File: config.mk
export PLATFORM = sky130hd
export DESIGN_NAME = wdr_watchdog_reset
export DESIGN_NICKNAME = d
export VERILOG_FILES = /design/src/include/wdr_pkg.sv /design/src/hdl/wdr_prescaler.sv /design/src/hdl/wdr_stretch.sv /design/src/hdl/wdr_watchdog_reset.sv
export SDC_FILE = /design/constraint.sdc
export NUM_CORES = 1
export LEC_CHECK = 0
export ABC_AREA = 1
export BUFFER_PORTS_ARGS = -buffer_cell sky130_fd_sc_hd__buf_2
export CAP_MARGIN = 20
export CORE_UTILIZATION = 49
export DETAILED_ROUTE_END_ITERATION = 16
export PLACE_DENSITY = 0.82
export SLEW_MARGIN = 30
export SYNTH_ARGS = -nofsm -noshare
export SYNTH_HDL_FRONTEND = slang
export SYNTH_HIERARCHICAL = 1
export SYNTH_SLANG_ARGS = --single-unit
File: constraint.sdc
create_clock -name clk -period 1.71 [get_ports clk]
set_input_delay 0.171 -clock clk [delete_from_list [all_inputs] [get_ports clk]]
set_output_delay 0.171 -clock clk [all_outputs]
set_load 0.005 [all_outputs]
File: src/include/wdr_pkg.sv
// Constants, types and helpers of the watchdog reset control block
// What this block does
// - Internal reset starts with external overflow output
// - Counter is eight bits, counts selected clock
// - Counter read odd address, written even
// - Reset control read odd address, written even
// - Watchdog-mode overflow sets overflow flag
// - Flag clears only on write zero after read
// - Reset enable zero gives no internal reset
// - Select bit picks power-on or manual reset
// - Watchdog-mode overflow reinitialises counter and control register
// - Mode one drives output, zero requests interrupt
// - Enable zero holds counter at zero
package wdr_pkg;
  localparam int DATA_W = 32;
  localparam int ADDR_W = 32;
  localparam int SEL_W = 4;
  localparam int IDX_W = 28;
  localparam logic [IDX_W-1:0] IDX_CTRL_RD = 28'h5FFFFB8;
  localparam logic [IDX_W-1:0] IDX_CNT_WR = 28'h5FFFFB8;
  localparam logic [IDX_W-1:0] IDX_CNT_RD = 28'h5FFFFB9;
  localparam logic [IDX_W-1:0] IDX_RST_WR = 28'h5FFFFBA;
  localparam logic [IDX_W-1:0] IDX_RST_RD = 28'h5FFFFBB;
  localparam logic [SEL_W-1:0] SEL_HALF = 4'h3;
  localparam logic [7:0] KEY_CNT = 8'h5A;
  localparam logic [7:0] KEY_CTRL = 8'hA5;
  localparam logic [7:0] KEY_RST_FLAG = 8'hA5;
  localparam logic [7:0] KEY_RST_CTRL = 8'h5A;
  localparam int CNT_W = 8;
  localparam logic [CNT_W-1:0] CNT_ZERO = 8'h00;
  localparam logic [CNT_W-1:0] CNT_MAX = 8'hFF;
  localparam logic [CNT_W-1:0] CNT_ONE = 8'h01;
  localparam int CTL_OVF_BIT = 7;
  localparam int CTL_MODE_BIT = 6;
  localparam int CTL_RUN_BIT = 5;
  localparam int CKS_W = 3;
  localparam logic [CKS_W-1:0] CKS_INIT = 3'h0;
  localparam int RST_WATCHDOG_OVERFLOW_FLAG_BIT = 7;
  localparam int RST_ENA_BIT = 6;
  localparam int RST_SEL_BIT = 5;
  localparam int PRE_W = 13;
  localparam int CLK_PERIOD_PS = 5000;
  localparam int RST_PULSE_NS = 640;
  localparam int RST_PULSE_CYC = (RST_PULSE_NS * 1000 + CLK_PERIOD_PS - 1) / CLK_PERIOD_PS;
  localparam int HOLD_W = 8;
  localparam logic [HOLD_W-1:0] HOLD_LAST = HOLD_W'(RST_PULSE_CYC - 1);
  localparam logic [HOLD_W-1:0] HOLD_ZERO = 8'h00;
  localparam logic [HOLD_W-1:0] HOLD_ONE = 8'h01;

  typedef enum logic [0:0] {
    ST_IDLE = 1'b0,
    ST_HOLD = 1'b1
  } wdr_hold_state_type;

  // Byte address is four times the register index
  function automatic logic addr_hit(input logic [ADDR_W-1:0] adr, input logic [IDX_W-1:0] idx);
    addr_hit = (adr[ADDR_W-1:2] == {2'b00, idx});
  endfunction

  // Prescaler mask: divisor minus one per clock select
  function automatic logic [PRE_W-1:0] div_mask(input logic [CKS_W-1:0] cks);
    case (cks)
      3'h0: div_mask = 13'h0001;
      3'h1: div_mask = 13'h003F;
      3'h2: div_mask = 13'h007F;
      3'h3: div_mask = 13'h00FF;
      3'h4: div_mask = 13'h01FF;
      3'h5: div_mask = 13'h03FF;
      3'h6: div_mask = 13'h0FFF;
      default: div_mask = 13'h1FFF;
    endcase
  endfunction
endpackage
File: src/hdl/wdr_prescaler.sv
// Clock prescaler producing the counter input tick
`timescale 1ns/1ps
module wdr_prescaler (
  input wire logic clk,
  input wire logic sys_rst,
  input wire logic ce,
  input wire logic run,
  input wire logic [wdr_pkg::CKS_W-1:0] cks,
  output logic tick
);
  import wdr_pkg::*;

  logic [PRE_W-1:0] pre_r;
  logic [PRE_W-1:0] pre_nxt;
  logic [PRE_W-1:0] mask;

  assign mask = div_mask(cks);
  assign tick = run & ((pre_r & mask) == mask);
  assign pre_nxt = run ? PRE_W'(pre_r + 13'h0001) : 13'h0000;

  always_ff @(posedge clk) begin
    if (sys_rst) begin
      pre_r <= 13'h0000;
    end else if (ce) begin
      pre_r <= pre_nxt;
    end
  end
endmodule // wdr_prescaler

File: src/hdl/wdr_stretch.sv
// Holds an output high for a fixed count after a trigger
`timescale 1ns/1ps
module wdr_stretch (
  input wire logic clk,
  input wire logic sys_rst,
  input wire logic ce,
  input wire logic trigger,
  output logic active
);
  import wdr_pkg::*;

  wdr_hold_state_type state_r;
  wdr_hold_state_type state_nxt;
  logic [HOLD_W-1:0] cnt_r;
  logic [HOLD_W-1:0] cnt_nxt;
  logic active_r;

  always_comb begin
    state_nxt = state_r;
    cnt_nxt = cnt_r;
    case (state_r)
      ST_IDLE: begin
        if (trigger) begin
          state_nxt = ST_HOLD;
          cnt_nxt = HOLD_LAST;
        end
      end
      ST_HOLD: begin
        if (cnt_r == HOLD_ZERO) begin
          state_nxt = ST_IDLE;
        end else begin
          cnt_nxt = HOLD_W'(cnt_r - HOLD_ONE);
        end
      end
      default: begin
        state_nxt = ST_IDLE;
        cnt_nxt = HOLD_ZERO;
      end
    endcase
  end

  always_ff @(posedge clk) begin
    if (sys_rst) begin
      state_r <= ST_IDLE;
      cnt_r <= HOLD_ZERO;
      active_r <= 1'b0;
    end else if (ce) begin
      state_r <= state_nxt;
      cnt_r <= cnt_nxt;
      active_r <= (state_nxt == ST_HOLD);
    end
  end

  assign active = active_r;
endmodule // wdr_stretch

File: src/hdl/wdr_watchdog_reset.sv
// Watchdog counter, control and overflow reset generation with Wishbone slave
`timescale 1ns/1ps
module wdr_watchdog_reset (
  input wire logic clk,
  input wire logic sys_rst,
  input wire logic ce,
  input wire logic wb_cyc,
  input wire logic wb_stb,
  input wire logic wb_we,
  input wire logic [wdr_pkg::ADDR_W-1:0] wb_adr,
  input wire logic [wdr_pkg::SEL_W-1:0] wb_sel,
  input wire logic [wdr_pkg::DATA_W-1:0] wb_dat_i,
  output logic [wdr_pkg::DATA_W-1:0] wb_dat_o,
  output logic wb_ack,
  output logic external_overflow_output,
  output logic interval_request,
  output logic power_on_reset_req,
  output logic manual_reset_req
);
  import wdr_pkg::*;

  logic ack_r;
  logic [DATA_W-1:0] dat_r;
  logic [DATA_W-1:0] dat_nxt;
  logic [CNT_W-1:0] cnt_r;
  logic [CNT_W-1:0] cnt_nxt;
  logic ovf_r;
  logic ovf_nxt;
  logic ovf_seen_r;
  logic ovf_seen_nxt;
  logic mode_r;
  logic mode_nxt;
  logic run_r;
  logic run_nxt;
  logic [CKS_W-1:0] cks_r;
  logic [CKS_W-1:0] cks_nxt;
  logic watchdog_overflow_flag_r;
  logic watchdog_overflow_flag_nxt;
  logic watchdog_overflow_flag_seen_r;
  logic watchdog_overflow_flag_seen_nxt;
  logic overflow_reset_enable_r;
  logic overflow_reset_enable_nxt;
  logic reset_type_select_r;
  logic reset_type_select_nxt;
  logic type_r;
  logic type_nxt;

  // Bus decode
  wire req = wb_cyc & wb_stb & ~ack_r;
  wire wr = req & wb_we & (wb_sel == SEL_HALF);
  wire rd = req & ~wb_we;
  wire [7:0] key = wb_dat_i[15:8];
  wire [7:0] lo = wb_dat_i[7:0];
  wire hit_cnt_wr = addr_hit(wb_adr, IDX_CNT_WR);
  wire hit_rst_wr = addr_hit(wb_adr, IDX_RST_WR);
  wire wr_cnt = wr & hit_cnt_wr & (key == KEY_CNT);
  wire wr_ctl = wr & hit_cnt_wr & (key == KEY_CTRL);
  wire wr_rflag = wr & hit_rst_wr & (key == KEY_RST_FLAG);
  wire wr_rctl = wr & hit_rst_wr & (key == KEY_RST_CTRL);
  wire rd_ctl = rd & addr_hit(wb_adr, IDX_CTRL_RD);
  wire rd_cnt = rd & addr_hit(wb_adr, IDX_CNT_RD);
  wire rd_rst = rd & addr_hit(wb_adr, IDX_RST_RD);

  // Register views
  wire [7:0] ctl_view = {ovf_r, mode_r, run_r, 2'b00, cks_r};
  wire [7:0] rst_view = {watchdog_overflow_flag_r, overflow_reset_enable_r, reset_type_select_r, 5'b00000};

  // Counting and overflow events
  logic tick;
  wire wrap = run_r & tick & ~wr_cnt & (cnt_r == CNT_MAX);
  wire wdt_ovf = wrap & mode_r;
  wire itv_ovf = wrap & ~mode_r;
  logic rst_active;

  wdr_prescaler u_prescaler (
    .clk(clk),
    .sys_rst(sys_rst),
    .ce(ce),
    .run(run_r),
    .cks(cks_r),
    .tick(tick)
  );

  wdr_stretch u_out_stretch (
    .clk(clk),
    .sys_rst(sys_rst),
    .ce(ce),
    .trigger(wdt_ovf),
    .active(external_overflow_output)
  );

  wdr_stretch u_rst_stretch (
    .clk(clk),
    .sys_rst(sys_rst),
    .ce(ce),
    .trigger(wdt_ovf & overflow_reset_enable_r),
    .active(rst_active)
  );

  // Counter
  always_comb begin
    cnt_nxt = cnt_r;
    if (!run_r || wdt_ovf) begin
      cnt_nxt = CNT_ZERO;
    end else if (wr_cnt) begin
      cnt_nxt = lo;
    end else if (tick) begin
      cnt_nxt = CNT_W'(cnt_r + CNT_ONE);
    end
  end

  // Timer control register
  always_comb begin
    mode_nxt = mode_r;
    run_nxt = run_r;
    cks_nxt = cks_r;
    if (wdt_ovf) begin
      mode_nxt = 1'b0;
      run_nxt = 1'b0;
      cks_nxt = CKS_INIT;
    end else if (wr_ctl) begin
      mode_nxt = lo[CTL_MODE_BIT];
      run_nxt = lo[CTL_RUN_BIT];
      cks_nxt = lo[CKS_W-1:0];
    end
  end

  // Interval flag: set wins over clear
  assign ovf_nxt = itv_ovf | (ovf_r & ~(wr_ctl & ~lo[CTL_OVF_BIT] & ovf_seen_r) & ~wdt_ovf);
  assign ovf_seen_nxt = (rd_ctl & ovf_r) | (ovf_seen_r & ~wr_ctl & ~wdt_ovf);

  // Watchdog flag: set wins over clear
  assign watchdog_overflow_flag_nxt = wdt_ovf | (watchdog_overflow_flag_r & ~(wr_rflag & ~lo[RST_WATCHDOG_OVERFLOW_FLAG_BIT] & watchdog_overflow_flag_seen_r));
  assign watchdog_overflow_flag_seen_nxt = (rd_rst & watchdog_overflow_flag_r) | (watchdog_overflow_flag_seen_r & ~wr_rflag);
  assign overflow_reset_enable_nxt = wr_rctl ? lo[RST_ENA_BIT] : overflow_reset_enable_r;
  assign reset_type_select_nxt = wr_rctl ? lo[RST_SEL_BIT] : reset_type_select_r;
  assign type_nxt = (wdt_ovf & overflow_reset_enable_r & ~rst_active) ? reset_type_select_r : type_r;

  // Read data, unmapped reads return zero
  always_comb begin
    dat_nxt = dat_r;
    if (req) begin
      dat_nxt = '0;
      if (rd_ctl) begin
        dat_nxt[7:0] = ctl_view;
      end else if (rd_cnt) begin
        dat_nxt[7:0] = cnt_r;
      end else if (rd_rst) begin
        dat_nxt[7:0] = rst_view;
      end
    end
  end

  always_ff @(posedge clk) begin
    if (sys_rst) begin
      ack_r <= 1'b0;
      dat_r <= '0;
      cnt_r <= CNT_ZERO;
      ovf_r <= 1'b0;
      ovf_seen_r <= 1'b0;
      mode_r <= 1'b0;
      run_r <= 1'b0;
      cks_r <= CKS_INIT;
      watchdog_overflow_flag_r <= 1'b0;
      watchdog_overflow_flag_seen_r <= 1'b0;
      overflow_reset_enable_r <= 1'b0;
      reset_type_select_r <= 1'b0;
      type_r <= 1'b0;
    end else if (ce) begin
      ack_r <= req;
      dat_r <= dat_nxt;
      cnt_r <= cnt_nxt;
      ovf_r <= ovf_nxt;
      ovf_seen_r <= ovf_seen_nxt;
      mode_r <= mode_nxt;
      run_r <= run_nxt;
      cks_r <= cks_nxt;
      watchdog_overflow_flag_r <= watchdog_overflow_flag_nxt;
      watchdog_overflow_flag_seen_r <= watchdog_overflow_flag_seen_nxt;
      overflow_reset_enable_r <= overflow_reset_enable_nxt;
      reset_type_select_r <= reset_type_select_nxt;
      type_r <= type_nxt;
    end
  end

  assign wb_ack = ack_r;
  assign wb_dat_o = dat_r;
  assign interval_request = ovf_r & ~mode_r;
  assign power_on_reset_req = rst_active & ~type_r;
  assign manual_reset_req = rst_active & type_r;
endmodule // wdr_watchdog_reset

==> reports/metrics.yaml, run 1 <==
cts_buffer_depth: 2
drv_slew: 0
ff2ff_setup_slack_ns: -0.35
root_buffer: "clkbuf_8"
timing.hold.ws_ns: 0.0953
grt.overflow.total: 0
ir_drop_uv: 475
dr.first_iter.drc_count: 374
antenna_found_initial: 0
worstPathArrival_ns: 2.27
tritoncts: "done"
placed_cells: 892
syn_area_per_cell_um2: 6.19
grt_pass1_vias: 4498
r2r_end: "u_out_stretch/cnt_r[4]"
min_from: "wb_dat_i[0]"
routed_via_density: 5.37
cts_htree_levels: 3
dieArea_mm2: 0.00900
relSlewSlack: 0.546
ys_warn_count: 6
required_ns: 1.92
fin_crit_sh: 1.21
rr_worst_depth: 16
hold_violations: 0
p_leak_nw: 2.55
grt_pass1_wl_um: 19700
grt_setup_unrepaired: "true"
synthAdderAreaFrac: 0.0118
synth-seq-cells: 60
track_usage: 0.280
ys.flop_type: "dfxtp_1"
areaGrowthSynthToFinish_pct: 30.5
violations: "negative setup slack"
fillers: 673
final_cells: 915
drt_pass1_iterations: 5
crit_type: "reg2reg"
synth-xor-area-share: 0.0187
gp_congestion: 0.939
endpoint_kind: "flop"
regArea_mm2: 0.00121
row_count: 33
vias: 4916
die_h_um: 94.8
synth_top_family_by_area: "simple AND/OR/NAND/NOR gates"
die_w_um: 94.8
grt_max_degree: 26
hp-class: "in2reg"
start_util: 0.509
cap_viol_max_count: 0
synth_compound_area_frac: 0.112
cts_sinks: 60
max_freq_mhz: 485
muxShareOfSynthArea: 0
wl_per_cell_um: 14.2
synthSimpleGateAreaFrac: 0.433
synthCells: 682
p_total_mw: 3.33
seq_area_frac_synth: 0.284
wl_um: 12900
drive_above_1_share: 0.301
clk_latency_ns: 0.35
worstMarginPinSlew_ns: 0.678
n_antenna_cell: 0
power_density_mw_per_mm2: 605
multi_input_area_mm2: 0.00280
clk_pin_slew_ns: 0.07
setup_violations: 35
portBuffers: 68
fin_ws_ns: -0.351
rr_startpoint: "cks_r[1]"
holdPathStages: 3
cts_buffers: 9
status: "finished, violations left"
hpwl_um: 8730
clock_skew_ns: 0.0104
ios: 111
drtAntennaViolNets: 0
nNetsFinal: 884
cp_max_fo: 8
min_period_ns: 2.06
holdPathEnd: "cks_r[0]"
start_kind: "flop"
synth_area_mm2: 0.00422
ys_async_sr_fraction: 0
detail_route.drc_violations: 0
core-area_mm2: 0.00830
final_util: 0.664
synth.distinct_cells: 39
synth-edff-count: 0
how the worst max path moves through the flow:
| stage | to | slack [ns] | from |
|---|---|---|---|
| floorplan | u_rst_stretch/cnt_r[7] | -0.06 | cks_r[1] |
| global placement | u_rst_stretch/cnt_r[7] | -0.23 | cks_r[1] |
| detailed placement | u_rst_stretch/cnt_r[4] | -0.30 | cks_r[1] |
| CTS | u_rst_stretch/cnt_r[4] | -0.25 | cks_r[1] |
| global route | u_rst_stretch/cnt_r[6] | -0.48 | cks_r[1] |
| finish | u_out_stretch/cnt_r[4] | -0.35 | cks_r[1] |
placed cells by master, fill, tap and decap left out, types with 2 or more instances in the layout:
cell / netlist / routed
nand2_1: 190 / 163
nor2_1: 113 / 102
inv_1: 83 / 80
buf_2: 0 / 68
dfxtp_1: 60 / 54
buf_4: 28 / 48
a21oi_1: 40 / 39
nand3_1: 43 / 37
conb_1: 1 / 24
nand4_1: 21 / 21
nand2_2: 3 / 20
nor2_2: 8 / 16
o21ai_0: 17 / 16
nand2_4: 3 / 13
nor2_4: 7 / 12
a21oi_2: 11 / 12
clkbuf_8: 0 / 10
inv_2: 6 / 6
nor3_1: 7 / 5
nand3_2: 0 / 5
xor2_1: 5 / 5
dfxtp_2: 0 / 5
ha_1: 4 / 4
xnor2_1: 4 / 4
inv_8: 0 / 3
bufinv_16: 0 / 3
o21ai_1: 4 / 3
nor3_2: 1 / 2
nand4_4: 1 / 2
nand3_4: 1 / 2
a211oi_1: 2 / 2
nand2_8: 1 / 2
clkinv_2: 0 / 2
buf_6: 0 / 2
o31ai_1: 2 / 2
cell type report:
cell class              count  share of cell area
multi-input cells         523               0.509
flip-flops and latches     60               0.220
repair buffers            119               0.135
inverters                  93              0.0697
clock buffers              10              0.0250
well taps                 105              0.0238
clock inverters             5              0.0182
stage by stage:
step	area, um^2	worst slack [ns]	TNS [ns]
floorplan	4320	-0.0577	-0.365
global placement	4910	-0.226	-3.73
detailed placement	4910	-0.299	-4.98
CTS	5260	-0.249	-4.41
global route	5510	-0.476	-12.68
finish	5510	-0.351	-8.15
flip-flops by register name, indices dropped and copies added (netlist names), 3 cells and up:
| signal | count |
|---|---|
| cks_r | 3 |
| cnt_r | 8 |
| u_out_stretch/cnt_r | 8 |
| u_prescaler/pre_r | 13 |
| u_rst_stretch/cnt_r | 8 |
| wb_dat_o | 8 |
cell usage after synthesis, types with 4 or more instances:
library cell,instances,share of area
inv_2,6,0.0053
inv_1,83,0.074
a21oi_2,11,0.023
nor2_2,8,0.012
nand2_1,190,0.17
xor2_1,5,0.010
dfxtp_1,60,0.28
nor3_1,7,0.0083
nand4_1,21,0.031
o21ai_0,17,0.020
a21oi_1,40,0.047
buf_4,28,0.050
nand3_1,43,0.051
nor2_1,113,0.10
nor2_4,7,0.019
ha_1,4,0.012
xnor2_1,4,0.0083
o21ai_1,4,0.0047
worst max-delay path, cell delays in order, from the launching register on:
cell,delay (ns)
dfxtp_4,0.36
nand2_2,0.08
nand2_2,0.06
nand2_2,0.05
nand3b_1,0.08
nor2_1,0.10
nand2_1,0.08
inv_2,0.08
nand4_1,0.12
nor2_2,0.12
nand2_2,0.10
nor2_4,0.14
o21ai_4,0.09
nor2_4,0.18
clkinv_4,0.13
nand2_1,0.09
a21oi_1,0.08
where the power goes:
part / internal (mW) / leakage, nW / switching, mW / total (mW)
clock: 0.995 / 0.122 / 0.578 / 1.57
sequential: 1.41 / 0.488 / 0.00996 / 1.42
combinational: 0.127 / 1.94 / 0.215 / 0.342
total: 2.53 / 2.55 / 0.803 / 3.33
cell families after synthesis:
family	after synthesis
and+or+nand+nor	404
AOI/OAI and AO/OA	79
other	1
buffers and inverters	125
xor gates and xnor gates	9
DFF	60
adders and majority gates	4
per-layer routing:
layer / track usage / vias to the layer above / wire, um
li1: - / 2362 / -
met1: 0.338 / 2256 / 5090
met2: 0.478 / 240 / 6380
met3: 0.0507 / 58 / 941
met4: 0.129 / 0 / 541
met5: 0 / - / 0
what timing repair did:
action                     in CTS  in global routing
pin swaps                       8                 18
gates resized for setup        15                 70
gates cloned                    3                  0
hold buffers                    0                  0
buffers inserted                2                  3
setup endpoints to repair      37                 45
(Power assumes the default switching activity.)
==> run 2: changes to the inputs <==
- CELL_PAD_IN_SITES_DETAIL_PLACEMENT: not set -> 2
- CELL_PAD_IN_SITES_GLOBAL_PLACEMENT: not set -> 2
- CORE_UTILIZATION: 49 -> 25
- PLACE_DENSITY: 0.82 -> 0.81
==> run 2 against run 1 <==
- the flow still finishes with violations (negative setup slack)
- hold slack better by 0.013 ns
- critical path depth increased by 1
- non-clock buffer count grew 35
- setup slack lost 0.29 ns
- register-to-register slack got worse by 0.29 ns
- critical endpoint is now u_out_stretch/cnt_r[0]
==> reports/metrics.yaml, run 2 (synthesis results as in run 1) <==
final_area_mm2: 0.00601  # +9.0%
max_freq_mhz: 426  # -12%
gp_congestion: 0.779  # -17%
grt_pass1_wl_um: 32100  # +63%
crit_type: "reg2reg"
fin_crit_sh: 1.37  # +0.167
fillers: 1969  # +190%
drtAntennaViolNets: 0  # unchanged
row_count: 47  # +42%
tritoncts: "done"
cts_htree_levels: 3  # unchanged
status: "finished, violations left"
grt_pass1_vias: 5850  # +30%
antenna_found_initial: 0  # unchanged
n_antenna_cell: 0  # unchanged
die_h_um: 132  # +39%
slowest_delay_ns: 0.34  # -0.02 ns
die_w_um: 132  # +39%
ff2ff_setup_slack_ns: -0.64  # -0.29 ns
drt_pass1_iterations: 4  # -1
drv_slew: 0  # unchanged
min_period_ns: 2.35  # +0.286 ns
grt_setup_unrepaired: "true"
start_util: 0.256  # -0.253
final_common_cell: "nand2_1"
crit_chain: "inv_1, nand2_2, nand2_1, nand3b_1, nor2_2, nand2_2, inv_2, nand4_1, nor2_2, nand2_2, nor2_2, o21ai_2, nor2_4, buf_12, inv_6, nand2_1, a21oi_1"
cap_viol_max_count: 0  # unchanged
p_total_mw: 3.76  # +13%
endpoint_kind: "flop"
clk_latency_ns: 0.36  # about the same
worstPathArrival_ns: 2.58  # +0.31 ns
cts_sinks: 60  # unchanged
path_buf_inv: 4  # +2
holdPathStages: 3  # unchanged
rr_worst_depth: 17  # +1
dr.first_iter.drc_count: 228  # -39%
largest_reg_flops: 13  # unchanged
critical_path_depth: 17  # +1
relSlewSlack: 0.606  # +0.0595
regArea_mm2: 0.00121  # +0.31%
track_usage: 0.240  # -0.0398
detail_route.drc_violations: 0  # unchanged
clk_pin_slew_ns: 0.06  # about the same
nNetsFinal: 916  # +3.6%
multi_input_area_mm2: 0.00278  # -0.85%
cts_buffer_depth: 2  # unchanged
clock_skew_ns: 0.0118  # +0.00138 ns
ir_drop_uv: 435  # -8.5%
wl_um: 22600  # +75%
critPathTopFamily: "simple AND/OR/NAND/NOR gates"
hold_violations: 0  # unchanged
routed_via_density: 5.00  # -6.8%
required_ns: 1.94  # +0.02 ns
wl_per_cell_um: 21.3  # +50%
worstMarginPinSlew_ns: 0.590  # -0.0874 ns
p_leak_nw: 2.74  # +7.4%
hpwl_um: 13900  # +59%
postCtsHoldBufs: 0  # unchanged
ios: 111  # unchanged
drive_above_1_share: 0.346  # +0.0451
hp-class: "in2reg"
setup_violations: 41  # +17%
cp_slowest_cell: "dfxtp_1"
dpl_worst_slack_ns: -0.406  # -0.108 ns
root_buffer: "clkbuf_16"
cp_max_fo: 8  # unchanged
core-area_mm2: 0.0165  # +99%
power_density_mw_per_mm2: 626  # +3.5%
grt_max_degree: 27  # +3.8%
cts_buffers: 9  # unchanged
place_area_mm2: 0.00533  # +8.5%
areaGrowthSynthToFinish_pct: 42.2
start_kind: "flop"
final_cell_mix: "162 x nand2_1, 94 x nor2_1, 78 x inv_1"
dieArea_mm2: 0.0174  # +94%
regMostFlops: "u_prescaler/pre_r"
violations: "negative setup slack"
grt.overflow.total: 0  # unchanged
portBuffers: 68  # unchanged
fin_ws_ns: -0.636  # -0.286 ns
vias: 5320  # +8.2%
run 2: cell types whose count changed in the layout (fill, tap and decap cells not counted), moves of 4 or more:
cell,delta
nor2_2,+8
buf_6,+4
nand2_4,-4
buf_4,+29
nand2_2,+5
nor2_1,-8
clkbuf_8,-10
clkbuf_16,+10
run 2: path summary, 6_finish.rpt:
path	start	end
max	cks_r[2]	u_out_stretch/cnt_r[0]
min	wb_dat_i[0]	cks_r[0]
max reg2reg	cks_r[2]	u_out_stretch/cnt_r[0]
min reg2reg	wb_dat_o[4]	wb_dat_o[4]
run 2: power by group:
part | leakage, nW | internal (mW) | switching, mW
clock | 0.142 | 1.13 | 0.784
combinational | 2.11 | 0.152 | 0.265
sequential | 0.489 | 1.41 | 0.0161
total | 2.74 | 2.70 | 1.06
run 2: worst reg2reg max path, stage by stage, from the launching register on:
cell,delay (ns)
dfxtp_1,0.34
inv_1,0.10
nand2_2,0.07
nand2_1,0.06
nand3b_1,0.09
nor2_2,0.11
nand2_2,0.07
inv_2,0.07
nand4_1,0.17
nor2_2,0.19
nand2_2,0.12
nor2_2,0.13
o21ai_2,0.08
nor2_4,0.21
buf_12,0.16
inv_6,0.06
nand2_1,0.12
a21oi_1,0.08
run 2: layout make-up:
class	count	area share
clock buffer	9	0.0375
multi-input combinational	520	0.463
tap	220	0.0458
timing repair buffer	154	0.175
sequential	60	0.202
clock inverter	7	0.0127
inverter	93	0.0639
run 2: layer usage:
layer / vias up / share of wire / track usage
met1: 2630 / 0.38 / 0.260
met3: 80 / 0.045 / 0.0488
met4: 0 / 0.055 / 0.101
met2: 188 / 0.52 / 0.449
met5: - / 0 / 0
li1: 2422 / - / -
run 2: through the flow:
stage	TNS, ns	instances	util	hold slack, ns
after detailed placement	-10.77	1040	0.322	0.457
final	-15.49	1063	0.364	0.108
after CTS	-8.45	1060	0.352	0.0961
after global placement	-5.91	1040	0.322	0.449
after global routing	-18.73	1063	0.364	0.111
after floorplan	-0.365	705	-	0.240
run 2: repair_timing:
| item | in CTS | in global routing |
|---|---|---|
| gates cloned | 0 | 1 |
| resized for setup | 52 | 48 |
| setup endpoints to repair | 40 | 47 |
| buffers inserted | 4 | 2 |
| endpoints found under the hold margin | 0 | 0 |
| pin swaps | 16 | 10 |
==> run 3: changes to the inputs <==
--- a/constraint.sdc
+++ b/constraint.sdc
@@ -3,2 +3,2 @@
 set_output_delay 0.171 -clock clk [all_outputs]
-set_load 0.005 [all_outputs]
+set_load 0.02 [all_outputs]
==> run 3 against run 2 <==
- flip-flop and latch count is the same
- design area grew 2.3%
- the flow still finishes with violations (negative setup slack)
- critical path type unchanged
- wire length grew 5.0%
- clock skew grew 0.0050 ns
- fmax grew 1.4%
- largest power group unchanged
==> reports/metrics.yaml, run 3 (synthesis results as in run 1) <==
status: "finished, violations left"
violations: "negative setup slack"
largest_reg_flops: 13  # unchanged
track_usage: 0.235  # -0.00534
p_leak_nw: 2.79  # +2.0%
wl_per_cell_um: 22.3  # +4.7%
cts_buffer_depth: 2  # unchanged
wl_um: 23800  # +5.0%
crit_chain: "inv_1, nand2_4, nor2_4, nor2_2, nor2_2, nand2_2, inv_2, nand4_1, nor2_2, nand2_2, nor2_1, o21ai_1, nor2_4, buf_12, inv_6, nand2_1, a21oi_1"
cts_buffers: 9  # unchanged
fin_crit_sh: 1.35  # -0.0186
crit_start: "cks_r[0]"
start_kind: "flop"
clk_latency_ns: 0.36  # about the same
drt_pass1_iterations: 5  # +1
fin_ws_ns: -0.605  # +0.0317 ns
crit_top_cell: "nor2_2"
hpwl_um: 13600  # -2.0%
tritoncts: "done"
gp_congestion: 0.772  # -0.85%
grt_max_degree: 27  # unchanged
areaGrowthSynthToFinish_pct: 45.5
n_antenna_cell: 0  # unchanged
setup_violations: 40  # -2.4%
core-area_mm2: 0.0165  # unchanged
drtAntennaViolNets: 0  # unchanged
routed_via_density: 5.05  # +0.84%
max_freq_mhz: 432  # +1.4%
final_util: 0.372  # +0.00833
antenna_found_initial: 0  # unchanged
power_density_mw_per_mm2: 620  # -0.95%
p_total_mw: 3.81  # +1.3%
worstMarginPinSlew_ns: 0.586  # -0.00442 ns
drv_slew: 0  # unchanged
cp_slowest_cell: "dfxtp_2"
grt_pass1_wl_um: 31600  # -1.5%
row_count: 47  # unchanged
crit_type: "reg2reg"
placed_cells: 1040  # unchanged
die_w_um: 132  # unchanged
dr.first_iter.drc_count: 281  # +23%
drive_above_1_share: 0.369  # +0.0224
worstPathArrival_ns: 2.54  # -0.04 ns
rr_startpoint: "cks_r[0]"
clk_pin_slew_ns: 0.07  # about the same
relSlewSlack: 0.609  # +0.00295
min_period_ns: 2.31  # -0.0317 ns
start_util: 0.256  # unchanged
hold_violations: 0  # unchanged
min_from: "wb_dat_i[1]"
hp-class: "in2reg"
cts_sinks: 60  # unchanged
postCtsHoldBufs: 0  # unchanged
root_buffer: "clkbuf_16"
portBuffers: 68  # unchanged
vias: 5380  # +1.1%
clock_skew_ns: 0.0168  # +0.00502 ns
ir_drop_uv: 543  # +25%
ios: 111  # unchanged
regMostFlops: "u_prescaler/pre_r"
final_common_cell: "nand2_1"
grt.overflow.total: 0  # unchanged
cp_max_fo: 10  # +2
detail_route.drc_violations: 0  # unchanged
final_cell_mix: "160 x nand2_1, 87 x nor2_1, 80 x buf_4"
dieArea_mm2: 0.0174  # unchanged
cts_htree_levels: 3  # unchanged
slowest_delay_ns: 0.36  # +0.02 ns
required_ns: 1.94  # about the same
nNetsFinal: 920  # +0.44%
grt_pass1_vias: 5787  # -1.1%
endpoint_kind: "flop"
die_h_um: 132  # unchanged
final_cells: 1066  # +0.28%
cap_viol_max_count: 0  # unchanged
grt_setup_unrepaired: "true"
## run 3: changes by cell type in the layout (fill, tap and decap cells not counted), sizes merged
cell,delta
nand2,+1
buf,+3
clkinv,-3
clkbuf,+2
## run 3: layer usage
layer / share of wire / GRT usage / wire length, um / vias up
met3: 0.046 / 0.0461 / 1100 / 73
met4: 0.036 / 0.0814 / 857 / 0
met1: 0.40 / 0.261 / 9450 / 2700
met5: 0 / 0 / 0 / -
met2: 0.52 / 0.440 / 12400 / 168
li1: - / - / - / 2439
## run 3: timing repair
action                     CTS  global route
gates resized for setup     61            70
cloned                       1             1
buffers inserted             5             6
hold endpoints to repair     0             0
setup endpoints to repair   41            43
pin swaps                   14            24
## run 3: worst paths after layout
path / endpoint / slack, ns / cells past startpoint
setup / recovery: u_out_stretch/cnt_r[6] / -0.60 / 17
hold / removal: cks_r[1] / 0.11 / 3
setup reg to reg: u_out_stretch/cnt_r[6] / -0.60 / 17
hold reg to reg: wb_dat_o[4] / 0.47 / 2
## run 3: where the power goes
part | leakage (nW) | internal (mW) | switching [mW] | total [mW]
sequential | 0.489 | 1.41 | 0.0141 | 1.42
combinational | 2.17 | 0.162 | 0.324 | 0.487
clock | 0.138 | 1.16 | 0.742 | 1.90
## run 3: metrics by stage
| step | hold WS (ns) | TNS (ns) | area [um^2] | worst slack [ns] |
|---|---|---|---|---|
| 2_1_floorplan | 0.240 | -0.369 | 4320 | -0.0577 |
| 3_3_place_gp | 0.448 | -5.69 | 5330 | -0.250 |
| 3_5_place_dp | 0.458 | -12.24 | 5330 | -0.445 |
| 4_1_cts | 0.112 | -13.10 | 5870 | -0.470 |
| 5_1_grt | 0.116 | -18.44 | 6140 | -0.680 |
| 6_report | 0.112 | -15.07 | 6140 | -0.605 |
## run 3: final cells by class
| type | instances | area [um^2] |
|---|---|---|
| fillers | 1974 | 10400 |
| clock inverters | 4 | 50.0 |
| well taps | 220 | 275 |
| repair buffers | 157 | 1080 |
| flip-flops and latches | 60 | 1210 |
| inverters | 93 | 387 |
| multi-input cells | 521 | 2890 |
| clock buffers | 11 | 243 |
## run 3: worst max-delay path, delay by kind of cell, from the launching register on
family                 cells  cell delay (ns)
AO/OA/AOI/OAI              2             0.20
buffers and inverters      4             0.37
flip-flops                 1             0.36
AND/OR/NAND/NOR           11             1.25
